<file path="src/verilog/pyr_pkg.sv">
// Purpose: shared constants and types for the pyro single-wire readout
// Assumes: core clock of 40 MHz (25 ns period)
// Notes:   times are kept in their own unit, cycles derive from them
`default_nettype none
package pyr_pkg;
    localparam longint CLK_PS      = 25000;      // core clock period in ps
    localparam int     TMR_W       = 20;         // width of link timer
    localparam int     ADC_W       = 14;         // sample width
    localparam int     FRAME_W     = 28;         // bits per frame
    localparam int     BIT_CNT_W   = 5;          // frame bit index width
    localparam int     FIFO_DEPTH  = 16;         // buffered frames
    // times, as printed
    localparam longint HOLD_NS     = 110000;     // start_pulse_hold_time
    localparam longint ABORT_NS    = 145000;     // cancel low time
    localparam longint IDLE_NS     = 14600000;   // sample_period limit
    localparam longint PERIOD_NS   = 16000000;   // announce period
    localparam longint SHORT_NS    = 16000000;   // input discharge
    localparam longint STROBE_NS   = 200;        // strobe_high_phase min
    localparam longint SETTLE_NS   = 2000;       // bit_settle_time
    localparam longint PULSE_NS    = 2000;       // announce drive time
    // least times round up
    localparam longint HOLD_L   = (HOLD_NS * 1000 + CLK_PS - 1) / CLK_PS;
    localparam longint ABORT_L  = (ABORT_NS * 1000 + CLK_PS - 1) / CLK_PS;
    localparam longint IDLE_L   = (IDLE_NS * 1000 + CLK_PS - 1) / CLK_PS;
    localparam longint PERIOD_L = (PERIOD_NS * 1000 + CLK_PS - 1) / CLK_PS;
    localparam longint SHORT_L  = (SHORT_NS * 1000 + CLK_PS - 1) / CLK_PS;
    localparam longint STROBE_L = (STROBE_NS * 1000 + CLK_PS - 1) / CLK_PS;
    localparam longint SETTLE_L = (SETTLE_NS * 1000 + CLK_PS - 1) / CLK_PS;
    localparam longint PULSE_L  = (PULSE_NS * 1000 + CLK_PS - 1) / CLK_PS;
    localparam logic [TMR_W-1:0] HOLD_CYC   = TMR_W'(HOLD_L);
    localparam logic [TMR_W-1:0] ABORT_CYC  = TMR_W'(ABORT_L);
    localparam logic [TMR_W-1:0] IDLE_CYC   = TMR_W'(IDLE_L);
    localparam logic [TMR_W-1:0] PERIOD_CYC = TMR_W'(PERIOD_L);
    localparam logic [TMR_W-1:0] SHORT_CYC  = TMR_W'(SHORT_L);
    localparam logic [TMR_W-1:0] STROBE_CYC = TMR_W'(STROBE_L);
    localparam logic [TMR_W-1:0] SETTLE_CYC = TMR_W'(SETTLE_L);
    localparam logic [TMR_W-1:0] PULSE_CYC  = TMR_W'(PULSE_L);
    // adc range and filter
    localparam logic [ADC_W-1:0] RANGE_LO   = 14'h01FF;   // 511
    localparam logic [ADC_W-1:0] RANGE_HI   = 14'h3E01;   // 2^14 - 511
    localparam int               LPF_SHIFT  = 4;          // iir weight 1/16
    localparam logic [ADC_W-1:0] FILT_INIT  = 14'h2000;   // mid scale
    localparam logic [BIT_CNT_W-1:0] LAST_BIT = 5'h00;
    localparam logic [BIT_CNT_W-1:0] TOP_BIT  = 5'h1B;    // bit 27

    typedef struct packed {
        logic [ADC_W-1:0] pyro;   // bits 27:14
        logic [ADC_W-1:0] temp;   // bits 13:0
    } pyr_frame_s;

    typedef enum logic [2:0] {
        ST_IDLE, ST_HOST_HIGH, ST_ANNOUNCE, ST_ANN_WAIT, ST_BIT_WAIT,
        ST_BIT_OUT
    } pyr_link_e;
endpackage : pyr_pkg
`default_nettype wire

</file>
<file path="src/verilog/pyr_one_wire_readout.sv">
// Purpose: sensor end of the single-wire readout, with sample buffer
// Assumes: line input asynchronous; pad resolves out/oe to the wire
// Notes:   bit 0 is driven low for a settle window, then released
`timescale 1ns/10ps
`default_nettype none

// simple circular buffer, one word in and out per cycle
module pyr_fifo
    import pyr_pkg::*;
#(
    parameter int WIDTH = FRAME_W,
    parameter int DEPTH = FIFO_DEPTH
) (
    input  wire logic             core_clk,  // core clock
    input  wire logic             reset_n,   // sync reset, active low
    input  wire logic [WIDTH-1:0] inData,    // write word
    input  wire logic             inValid,   // write request
    output logic                  inReady,   // room available
    output logic      [WIDTH-1:0] outData,   // head word
    output logic                  outValid,  // head word present
    input  wire logic             outReady   // head consumed
);
    localparam int AW = $clog2(DEPTH);
    logic [WIDTH-1:0] mem [DEPTH];
    logic [AW:0]      wrPtr;
    logic [AW:0]      rdPtr;
    wire              doWrite = inValid & inReady;
    wire              doRead  = outValid & outReady;

    // full when pointers differ only in the wrap bit
    assign inReady  = !((wrPtr[AW] != rdPtr[AW]) &&
                        (wrPtr[AW-1:0] == rdPtr[AW-1:0]));
    assign outValid = (wrPtr != rdPtr);
    assign outData  = mem[rdPtr[AW-1:0]];

    // storage has no reset, only pointers do
    always_ff @(posedge core_clk) begin
        if (doWrite) begin
            mem[wrPtr[AW-1:0]] <= inData;
        end
    end

    always_ff @(posedge core_clk) begin
        if (!reset_n) begin
            wrPtr <= '0;
            rdPtr <= '0;
        end else begin
            wrPtr <= wrPtr + (AW+1)'(doWrite);
            rdPtr <= rdPtr + (AW+1)'(doRead);
        end
    end
endmodule : pyr_fifo

module pyr_one_wire_readout
    import pyr_pkg::*;
#(
    parameter logic [TMR_W-1:0] HOLD_CYCLES   = HOLD_CYC,    // 110 us
    parameter logic [TMR_W-1:0] ABORT_CYCLES  = ABORT_CYC,   // 145 us
    parameter logic [TMR_W-1:0] IDLE_CYCLES   = IDLE_CYC,    // 14.6 ms
    parameter logic [TMR_W-1:0] PERIOD_CYCLES = PERIOD_CYC,  // 16 ms
    parameter logic [TMR_W-1:0] SHORT_CYCLES  = SHORT_CYC    // 16 ms
) (
    input  wire logic        core_clk,     // 40 MHz clock
    input  wire logic        reset_n,      // sync reset, active low
    input  wire pyr_frame_s  sampleIn,     // raw pyro and temp words
    input  wire logic        sampleValid,  // sample offered
    output logic             sampleReady,  // sample accepted
    input  wire logic        lineIn,       // wire level from pad
    output logic             lineOut,      // level to drive
    output logic             lineOe_n,     // low while driving
    output logic             shortInput,   // discharge sensor input
    output logic             frameBusy     // frame in progress
);
    pyr_link_e          state;
    logic [TMR_W-1:0]   timer;
    logic [TMR_W-1:0]   shortTimer;
    logic [2:0]         lineSync;
    logic               lineLevel;
    logic [ADC_W-1:0]   filt;
    logic [FRAME_W-1:0] shiftReg;
    logic [FRAME_W-1:0] lastFrame;
    logic [BIT_CNT_W-1:0] bitIdx;
    pyr_frame_s         fifoIn;
    logic [FRAME_W-1:0] fifoOut;
    logic               fifoValid;

    // line edges only when the last two stages agree
    wire lineRise  = lineSync[1] & lineSync[2] & ~lineLevel;
    wire lineFall  = ~lineSync[1] & ~lineSync[2] & lineLevel;

    // iir low-pass toward the new raw pyro value
    wire signed [ADC_W+1:0] filtDiff = $signed({2'b00, sampleIn.pyro}) -
                                       $signed({2'b00, filt});
    wire signed [ADC_W+1:0] filtStep = filtDiff >>> LPF_SHIFT;
    wire [ADC_W-1:0] next_filt = ADC_W'($signed({2'b00, filt}) + filtStep);
    wire sampleTake = sampleValid & sampleReady;
    wire outOfRange = sampleTake &&
                      ((next_filt < RANGE_LO) || (next_filt > RANGE_HI));

    // frame start: pop a fresh word, else resend the last one
    wire frameStart = (state == ST_HOST_HIGH && lineFall &&
                       timer >= HOLD_CYCLES) ||
                      (state == ST_ANN_WAIT && lineFall);
    wire fifoPop    = frameStart & fifoValid;
    wire [FRAME_W-1:0] startWord = fifoValid ? fifoOut : lastFrame;
    wire bitDone    = (state == ST_BIT_OUT) && (timer == SETTLE_CYC);
    wire lowAbort   = (state == ST_BIT_WAIT) && !lineLevel &&
                      (timer >= ABORT_CYCLES - 1'b1);
    // edges restart the timer only where they mean something, so the
    // bit window runs from the strobe and our own drive cannot stretch it
    wire timerClear = bitDone || lowAbort ||
                      (state == ST_IDLE &&
                       (lineRise || timer >= IDLE_CYCLES - 1'b1)) ||
                      (state == ST_HOST_HIGH && lineFall) ||
                      (state == ST_ANN_WAIT &&
                       (lineFall || timer >= PERIOD_CYCLES - 1'b1)) ||
                      (state == ST_BIT_WAIT && (lineRise || lineFall));

    assign fifoIn = '{pyro: next_filt, temp: sampleIn.temp};

    pyr_fifo #(.WIDTH(FRAME_W), .DEPTH(FIFO_DEPTH)) sampleBuf (
        .core_clk (core_clk),
        .reset_n  (reset_n),
        .inData   (fifoIn),
        .inValid  (sampleValid),
        .inReady  (sampleReady),
        .outData  (fifoOut),
        .outValid (fifoValid),
        .outReady (fifoPop)
    );

    // pad drive: high during announce, low for a 0 bit after strobe
    wire driveHigh = (state == ST_ANNOUNCE);
    wire driveLow  = (state == ST_BIT_OUT) && (timer >= STROBE_CYC) &&
                     !shiftReg[FRAME_W-1];
    assign frameBusy = (state == ST_BIT_WAIT) || (state == ST_BIT_OUT);
    assign shortInput = (shortTimer != '0);

    // pad flops: a decode glitch must never reach the shared wire
    always_ff @(posedge core_clk) begin
        if (!reset_n) begin
            lineOut  <= 1'b0;
            lineOe_n <= 1'b1;
        end else begin
            lineOut  <= driveHigh;
            lineOe_n <= !(driveHigh | driveLow);
        end
    end

    // three-stage line synchroniser with agreement filter
    always_ff @(posedge core_clk) begin
        if (!reset_n) begin
            lineSync  <= '0;
            lineLevel <= 1'b0;
        end else begin
            lineSync  <= {lineSync[1:0], lineIn};
            lineLevel <= (lineSync[1] == lineSync[2]) ? lineSync[2]
                                                       : lineLevel;
        end
    end

    // filter state and discharge timer
    always_ff @(posedge core_clk) begin
        if (!reset_n) begin
            filt       <= FILT_INIT;
            shortTimer <= '0;
        end else begin
            if (sampleTake) filt <= next_filt;
            if (outOfRange) shortTimer <= SHORT_CYCLES;
            else if (shortTimer != '0) shortTimer <= shortTimer - 1'b1;
        end
    end

    // shared timer: idle, hold, pulse, period, abort and bit windows
    always_ff @(posedge core_clk) begin
        if (!reset_n) begin
            timer <= '0;
        end else if (timerClear) begin
            timer <= '0;
        end else if (timer != '1) begin
            timer <= timer + 1'b1;
        end
    end

    // link sequencer
    always_ff @(posedge core_clk) begin
        if (!reset_n) begin
            state <= ST_IDLE;
        end else begin
            unique case (state)
                ST_IDLE: begin
                    if (lineRise) state <= ST_HOST_HIGH;
                    else if (timer >= IDLE_CYCLES - 1'b1)
                        state <= ST_ANNOUNCE;
                end
                ST_HOST_HIGH: begin
                    if (frameStart) state <= ST_BIT_WAIT;
                    else if (lineFall) state <= ST_IDLE;       // too short
                end
                ST_ANNOUNCE: begin
                    if (timer == PULSE_CYC) state <= ST_ANN_WAIT;
                end
                ST_ANN_WAIT: begin
                    if (frameStart) state <= ST_BIT_WAIT;
                    else if (timer >= PERIOD_CYCLES - 1'b1)
                        state <= ST_ANNOUNCE;
                end
                ST_BIT_WAIT: begin
                    if (lowAbort) state <= ST_IDLE;
                    else if (lineRise) state <= ST_BIT_OUT;
                end
                ST_BIT_OUT: begin
                    if (bitDone) state <= (bitIdx == LAST_BIT) ? ST_IDLE
                                                               : ST_BIT_WAIT;
                end
            endcase
        end
    end

    // frame shifter, msb first
    always_ff @(posedge core_clk) begin
        if (!reset_n) begin
            shiftReg  <= '0;
            lastFrame <= '0;
            bitIdx    <= '0;
        end else if (frameStart) begin
            shiftReg  <= startWord;
            lastFrame <= startWord;
            bitIdx    <= TOP_BIT;
        end else if (bitDone) begin
            shiftReg  <= {shiftReg[FRAME_W-2:0], 1'b0};
            bitIdx    <= bitIdx - 1'b1;
        end
    end
endmodule : pyr_one_wire_readout
`default_nettype wire

</file>
<file path="config.mk">
export PLATFORM = sky130hd
export DESIGN_NAME = pyr_one_wire_readout
export DESIGN_NICKNAME = d
export VERILOG_FILES = /design/src/verilog/pyr_pkg.sv /design/src/verilog/pyr_one_wire_readout.sv
export SDC_FILE = /design/constraint.sdc
export NUM_CORES = 1
export LEC_CHECK = 0
export BUFFER_PORTS_ARGS = -buffer_cell sky130_fd_sc_hd__clkbuf_2
export CAP_MARGIN = 15
export CORE_MARGIN = 2
export CORE_UTILIZATION = 60
export DETAILED_ROUTE_END_ITERATION = 12
export GPL_ROUTABILITY_DRIVEN = 0
export PLACE_DENSITY = 0.75
export SLEW_MARGIN = 20
export SYNTH_ARGS = -nofsm -noshare
export SYNTH_HDL_FRONTEND = slang
export SYNTH_HIERARCHICAL = 1
export SYNTH_SLANG_ARGS = --single-unit
</file>
<file path="constraint.sdc">
create_clock -name core_clk -period 7.21 [get_ports core_clk]
set_clock_uncertainty 0.2 [all_clocks]
set_input_delay 0.3605 -clock core_clk [delete_from_list [all_inputs] [get_ports core_clk]]
set_output_delay 0.3605 -clock core_clk [all_outputs]
set_load 0.02 [all_outputs]
</file>
# Yosys cells after proc, flatten, opt, wreduce, memory -nomap -nowiden
# Memory sizes are Yosys's and may differ from the RTL's. A register that Yosys moved wholly into a read port is not among the register bits.
# Cells that the tools add are included.
[word_totals]
ramBits = 448
out_inout_bits = 5
rom_bits = 0
latchBits = 0
word_cells = 118
ff_bits = 134
n_memories = 1
[mem_list]
columns = ["name", "depth", "width", "rd", "rd_clocked_by_memory_dff", "wr", "line_no", "rtl"]
rows = [
  ["sampleBuf.mem", 16, 28, 1, 1, 1, "pyr_one_wire_readout.sv:24", "logic [WIDTH-1:0] mem [DEPTH];"],
]
[classes]
add_sub_neg = 7
div = 0
mul = 0
n_eq_ne = 17
bitwise = 12
n_mux = 22
n_reduce_logical = 37
order_cmp = 7
n_shift = 0
[ops]
columns = ["op", "n"]
rows = [
  ["28-bit 2-to-1 mux", 3],
  ["20-bit by 13-bit >= comparator with 1-bit output (second input constant)", 2],
  ["20-bit >= comparator (second input constant)", 2],
  ["20-bit 2-to-1 mux", 2],
  ["3-bit 2-to-1 mux", 11],
  ["20-bit by 1-bit adder with 20-bit output (second input constant)", 1],
  ["20-bit by 7-bit equality test with 1-bit output (second input constant)", 1],
  ["20-bit by 4-bit >= comparator with 1-bit output (second input constant)", 1],
  ["20-bit inequality test (second input constant)", 1],
  ["20-bit nonzero test", 1],
  ["20-bit by 1-bit subtractor with 20-bit output (second input constant)", 1],
  ["3-bit case mux with 6 select lines", 1],
  ["14-bit by 14-bit subtractor with 15-bit output", 1],
  ["14-bit by 11-bit adder with 14-bit output", 1],
  ["14-bit greater-than comparator (second input constant)", 1],
  ["14-bit by 9-bit < comparator with 1-bit output (second input constant)", 1],
  ["1-bit logical AND", 13],
  ["1-bit logical OR", 11],
  ["5-bit by 1-bit adder with 5-bit output", 2],
  ["5-bit 2-to-1 mux", 2],
  ["1-bit bitwise AND", 7],
  ["3-bit by 2-bit equality test with 1-bit output (second input constant)", 2],
  ["3-bit equality test (second input constant)", 2],
  ["3-bit by 2-bit inequality test with 1-bit output (second input constant)", 2],
  ["19 further kinds", 30],
]

# Longest topological paths before layout
[depth]
word_depth = 10
depth_mapped = 19

# By module
# The synthesis kept the hierarchy.
[by_module_without_submodules]
columns = ["mod", "area_each_um2", "cells_each", "instances"]
rows = [
  ["pyr_fifo", 17713.2, 822, 1],
  ["pyr_one_wire_readout", 7128.1, 903, 1],
]

# Least setup slack after synthesis
# OpenSTA, ideal clock, no wires.
[synth_timing]
path_type = "in2reg"
from = "input sampleIn[18] (netlist name)"
to = "register shortTimer[11]"
setup_slack_ns = 2.473
stages = 18
setup_time_ns = 0.140
arrival_time_ns = 4.397
cell_sequence = "ha_1 -> o21a_1 -> o21a_1 -> nand3_1 -> a21oi_1 -> o31a_1 -> nor2_1 -> xnor2_1 -> ha_1 -> nand4_1 -> or4_4 -> o211a_2 -> o31ai_1 -> xnor2_1 -> xor2_1 -> mux2i_2 -> buf_6 -> nor3_2"
[synth_rtl]
columns = ["element", "line_no", "rtl"]
rows = [
  ["start: declaration", "pyr_one_wire_readout.sv:65", "input wire pyr_frame_s sampleIn,"],
  ["end signal: assignment", "pyr_one_wire_readout.sv:170", "else if (shortTimer != '0) shortTimer <= shortTimer - 1'b1;"],
  ["end: declaration", "pyr_one_wire_readout.sv:76", "logic [TMR_W-1:0] shortTimer;"],
]

==> flow_metrics.env <==
export IMPL_outcome="finished, final reports clean"
export IMPL_clock_sinks=582
export IMPL_layout_setup_ws_ns=1.989
export IMPL_synth_edff_count=448
export IMPL_final_antenna_net_count=0
export IMPL_max_slew_margin_rel=0.3618
export IMPL_syn_to_final_growth_pct=11.32
export IMPL_setup_viol=0
export IMPL_numCtsBuffers=56
export IMPL_cts_resized=0
export IMPL_slowest_delay_ns=0.60
export IMPL_yosysWarnings=6
export IMPL_path_cells="inv_1 > ha_1 > a21oi_1 > o211ai_1 > nand3_1 > a21oi_1 > o31a_1 > nor2_1 > xnor2_1 > ha_1 > nand4_1 > or4_4 > o211a_2 > xnor2_2 > nand2_1 > or4_1 > mux2i_2 > buf_4 > o21a_1"
export IMPL_start_kind="flop"
export IMPL_nFillCells=2727
export IMPL_syn_num_nets=1796
export IMPL_post_place_ws_ns=1.967
export IMPL_path_clk_slew_ns=0.06
export IMPL_clk_latency_ns=0.62
export IMPL_endpoint_kind="flop"
export IMPL_dp_cells=2228
export IMPL_fp_dieArea_mm2=0.04305
export IMPL_die_w_um=207.5
export IMPL_track_usage=0.2571
export IMPL_cp_max_fo=20
export IMPL_cts_tree="yes"
export IMPL_core_mm2=0.04083
export IMPL_setup_worst_path_class="reg -> reg"
export IMPL_slowest_stage="xnor2_2"
export IMPL_fin_tns_setup_ns=0
export IMPL_initial_core_util=0.6084
export IMPL_drc_errors=0
export IMPL_netlist_area_mm2=0.02484
export IMPL_diodes=0
export IMPL_synthCells=1725
export IMPL_cts_root_buffer="clkbuf_16"
export IMPL_grt_overflow=0
export IMPL_synthArstFlopShare=0
export IMPL_synth_cell_types=80
export IMPL_dr_pass1_iters=5
export IMPL_hold_viol_final=0
export IMPL_synthTopCellsByArea="edfxtp_1 54%, dfxtp_1 11%, mux4_2 7.6%, mux2i_1 3.5%, nand2_1 2.4%"
export IMPL_synth_top_cell_area_share=0.5416
export IMPL_crit_required_ns=7.57
export IMPL_yosysMostFrequentCell="edfxtp_1"
export IMPL_worstHoldEndpoint="lineOe_n$_SDFF_PN1_"
export IMPL_seq_area_frac_synth=0.6495
export IMPL_worst_slew_pin_slew_ns=0.9521
export IMPL_layout_drive_gt1_share=0.1691
export IMPL_powerDensity_mw_per_mm2=354.7
export IMPL_fin_crit_sh=0.7241
export IMPL_grt_pass1_vias=14580
export IMPL_grt_max_degree=62
export IMPL_place_hpwl_mm=29.93
export IMPL_rsz0062_at_grt="no"
export IMPL_ys_ff_latch=582
export IMPL_p_leak_nw=8.870
export IMPL_pin_count=37
export IMPL_ys_flop_type="edfxtp_1"
export IMPL_fmax_ghz=0.1915
export IMPL_cts_path_max_buffers=3
export IMPL_rr_worst_depth=19
export IMPL_crit_buf_inv=2
export IMPL_row_count=74
export IMPL_final_net_count=1840
export IMPL_synth_largest_area_cell="edfxtp_1"
export IMPL_synth_common_cells="448 x edfxtp_1, 160 x nand2_1, 134 x dfxtp_1"
export IMPL_wl_per_cell_um=23.46
export IMPL_hold_class="in -> reg"
export IMPL_crit_arrival_ns=5.58
export IMPL_dr_first_iter_drc_count=1376
export IMPL_period_needed_ns=5.221
export IMPL_fp_dieH_um=207.5
export IMPL_vias_per_cell=6.316
export IMPL_rr_endpoint="shortTimer[10]$_SDFFE_PN0P_"
export IMPL_r2r_setup_slack_ns=1.99
export IMPL_drt_wl_total_mm=55.05
export IMPL_vdd_ir_drop_worst_uv=331.0
export IMPL_num_vias=14820
export IMPL_slew_viol_final=0
export IMPL_maxCapViolations=0
export IMPL_antenna_found_initial=0
export IMPL_r2r_start="filt[1]$_SDFFE_PN0P_"
export IMPL_cts_htree_levels=2
export IMPL_whs_path_depth=3
export IMPL_crit_family="simple AND/OR/NAND/NOR gates"
export IMPL_final_cells=2347
export IMPL_port_buffers=36
export IMPL_min_delay_start="reset_n"
export IMPL_grt_pass1_wl_mm=84.57
export IMPL_syn_avg_cell_area_um2=14.40
## cell type report
class	instances	area (µm²)	area share
Sequential cell	582	16150	0.5839
Tap cell	532	665.6	0.02407
Timing Repair Buffer	92	638.1	0.02308
Clock inverter	26	285.3	0.01032
Inverter	34	127.6	0.004615
Clock buffer	78	1619	0.05855
Multi-Input combinational cell	1003	8170	0.2955
## cell usage in the layout (no fill, tap or decap), types with 9 or more instances in the layout
master         instances
a311oi_1              15
clkbuf_2              36
xnor2_1               29
mux2i_1               87
clkinv_1              13
mux2_2                13
nor2b_1               22
a21o_1                11
and2_1                20
dfxtp_1              131
o21ai_0               32
xor2_1                28
a21oi_1               61
nor3_2                20
a211oi_1              22
a22oi_1               28
dlygate4sd3_1         15
inv_1                 31
nor2_1                79
nand2b_1               9
a32oi_1               29
nand2_1              160
o21a_1                 9
ha_1                  38
mux4_2                84
nand3_1               21
clkbuf_16             60
edfxtp_1             448
a31oi_1               19
nor4_1                 9
buf_4                 41
o21ai_1               28
nor3_1                26
clkbuf_1              13
nand4_1               11
## registers in the layout (all words and copies together), names as in the netlist, 3 cells and up
| register | count |
|---|---|
| sampleBuf/mem | 448 |
| timer | 20 |
| lineSync | 3 |
| lastFrame | 28 |
| state | 3 |
| sampleBuf/rdPtr | 5 |
| bitIdx | 5 |
| sampleBuf/wrPtr | 5 |
| shiftReg | 28 |
| shortTimer | 20 |
| filt | 14 |
## cells by family (layout without fill, tap and decap cells)
| group | Yosys count | in the layout | synth area share |
|---|---|---|---|
| XOR/XNOR | 60 | 60 | 0.02146 |
| AND/OR/NAND/NOR | 429 | 429 | 0.08558 |
| flip-flops | 582 | 582 | 0.6495 |
| buffers and inverters | 140 | 230 | 0.02700 |
| multiplexers | 185 | 185 | 0.1177 |
| AO/OA/AOI/OAI | 290 | 290 | 0.07883 |
| adder cells (fa/ha/maj) | 39 | 39 | 0.01995 |
## worst reg2reg max path, cell delays in order (launching register included)
cell and delay [ns]:
dfxtp_1 0.40, inv_1 0.07, ha_1 0.27, a21oi_1 0.07
o211ai_1 0.23, nand3_1 0.17, a21oi_1 0.34, o31a_1 0.20
nor2_1 0.05, xnor2_1 0.13, ha_1 0.37, nand4_1 0.11
or4_4 0.46, o211a_2 0.18, xnor2_2 0.60, nand2_1 0.14
or4_1 0.52, mux2i_2 0.16, buf_4 0.30, o21a_1 0.19
## routing by layer
| metal | vias to the layer above | GRT usage | routed length, µm |
|---|---|---|---|
| li1 | 6736 | - | - |
| met1 | 7450 | 0.3430 | 22160 |
| met2 | 505 | 0.4229 | 27030 |
| met3 | 132 | 0.04962 | 3875 |
| met4 | 0 | 0.09803 | 1983 |
| met5 | - | 0 | 0 |
## power breakdown
part | switching, mW | internal, mW
Combinational | 1.50 | 0.736
Clock | 1.22 | 1.78
Sequential | 0.0901 | 4.48
## worst max path at each step
stage | from | end | slack [ns] | cells past startpoint
floorplan | sampleIn[18] | shortTimer[11]$_SDFFE_PP0P_ | 2.47 | 18
global placement | sampleIn[18] | shortTimer[0]$_SDFFE_PP0P_ | 2.12 | 18
detailed placement | sampleIn[18] | shortTimer[1]$_SDFFE_PP0P_ | 1.97 | 18
CTS | filt[4]$_SDFFE_PN0P_ | shortTimer[10]$_SDFFE_PN0P_ | 1.97 | 18
global route | filt[1]$_SDFFE_PN0P_ | shortTimer[10]$_SDFFE_PN0P_ | 1.60 | 19
finish | filt[1]$_SDFFE_PN0P_ | shortTimer[10]$_SDFFE_PN0P_ | 1.99 | 19
## metrics by stage
step	hold slack (ns)	utilization	total power, mW	area [µm²]
final	0.03209	0.6772	9.807	27650
after global routing	0.05515	0.6772	10.24	27650
after CTS	0.01995	0.6769	9.838	27640
after detailed placement	0.2263	0.6266	6.844	25580
after global placement	0.2202	0.6266	6.759	25580
after floorplan	0.2119	-	6.192	24840
## what timing repair did
| action | 4_1_cts | 5_1_grt |
|---|---|---|
| hold endpoints to repair | 225 | 0 |
| hold buffers | 15 | 0 |
| setup buffers | 0 | 0 |
(Power assumes the default switching activity.)
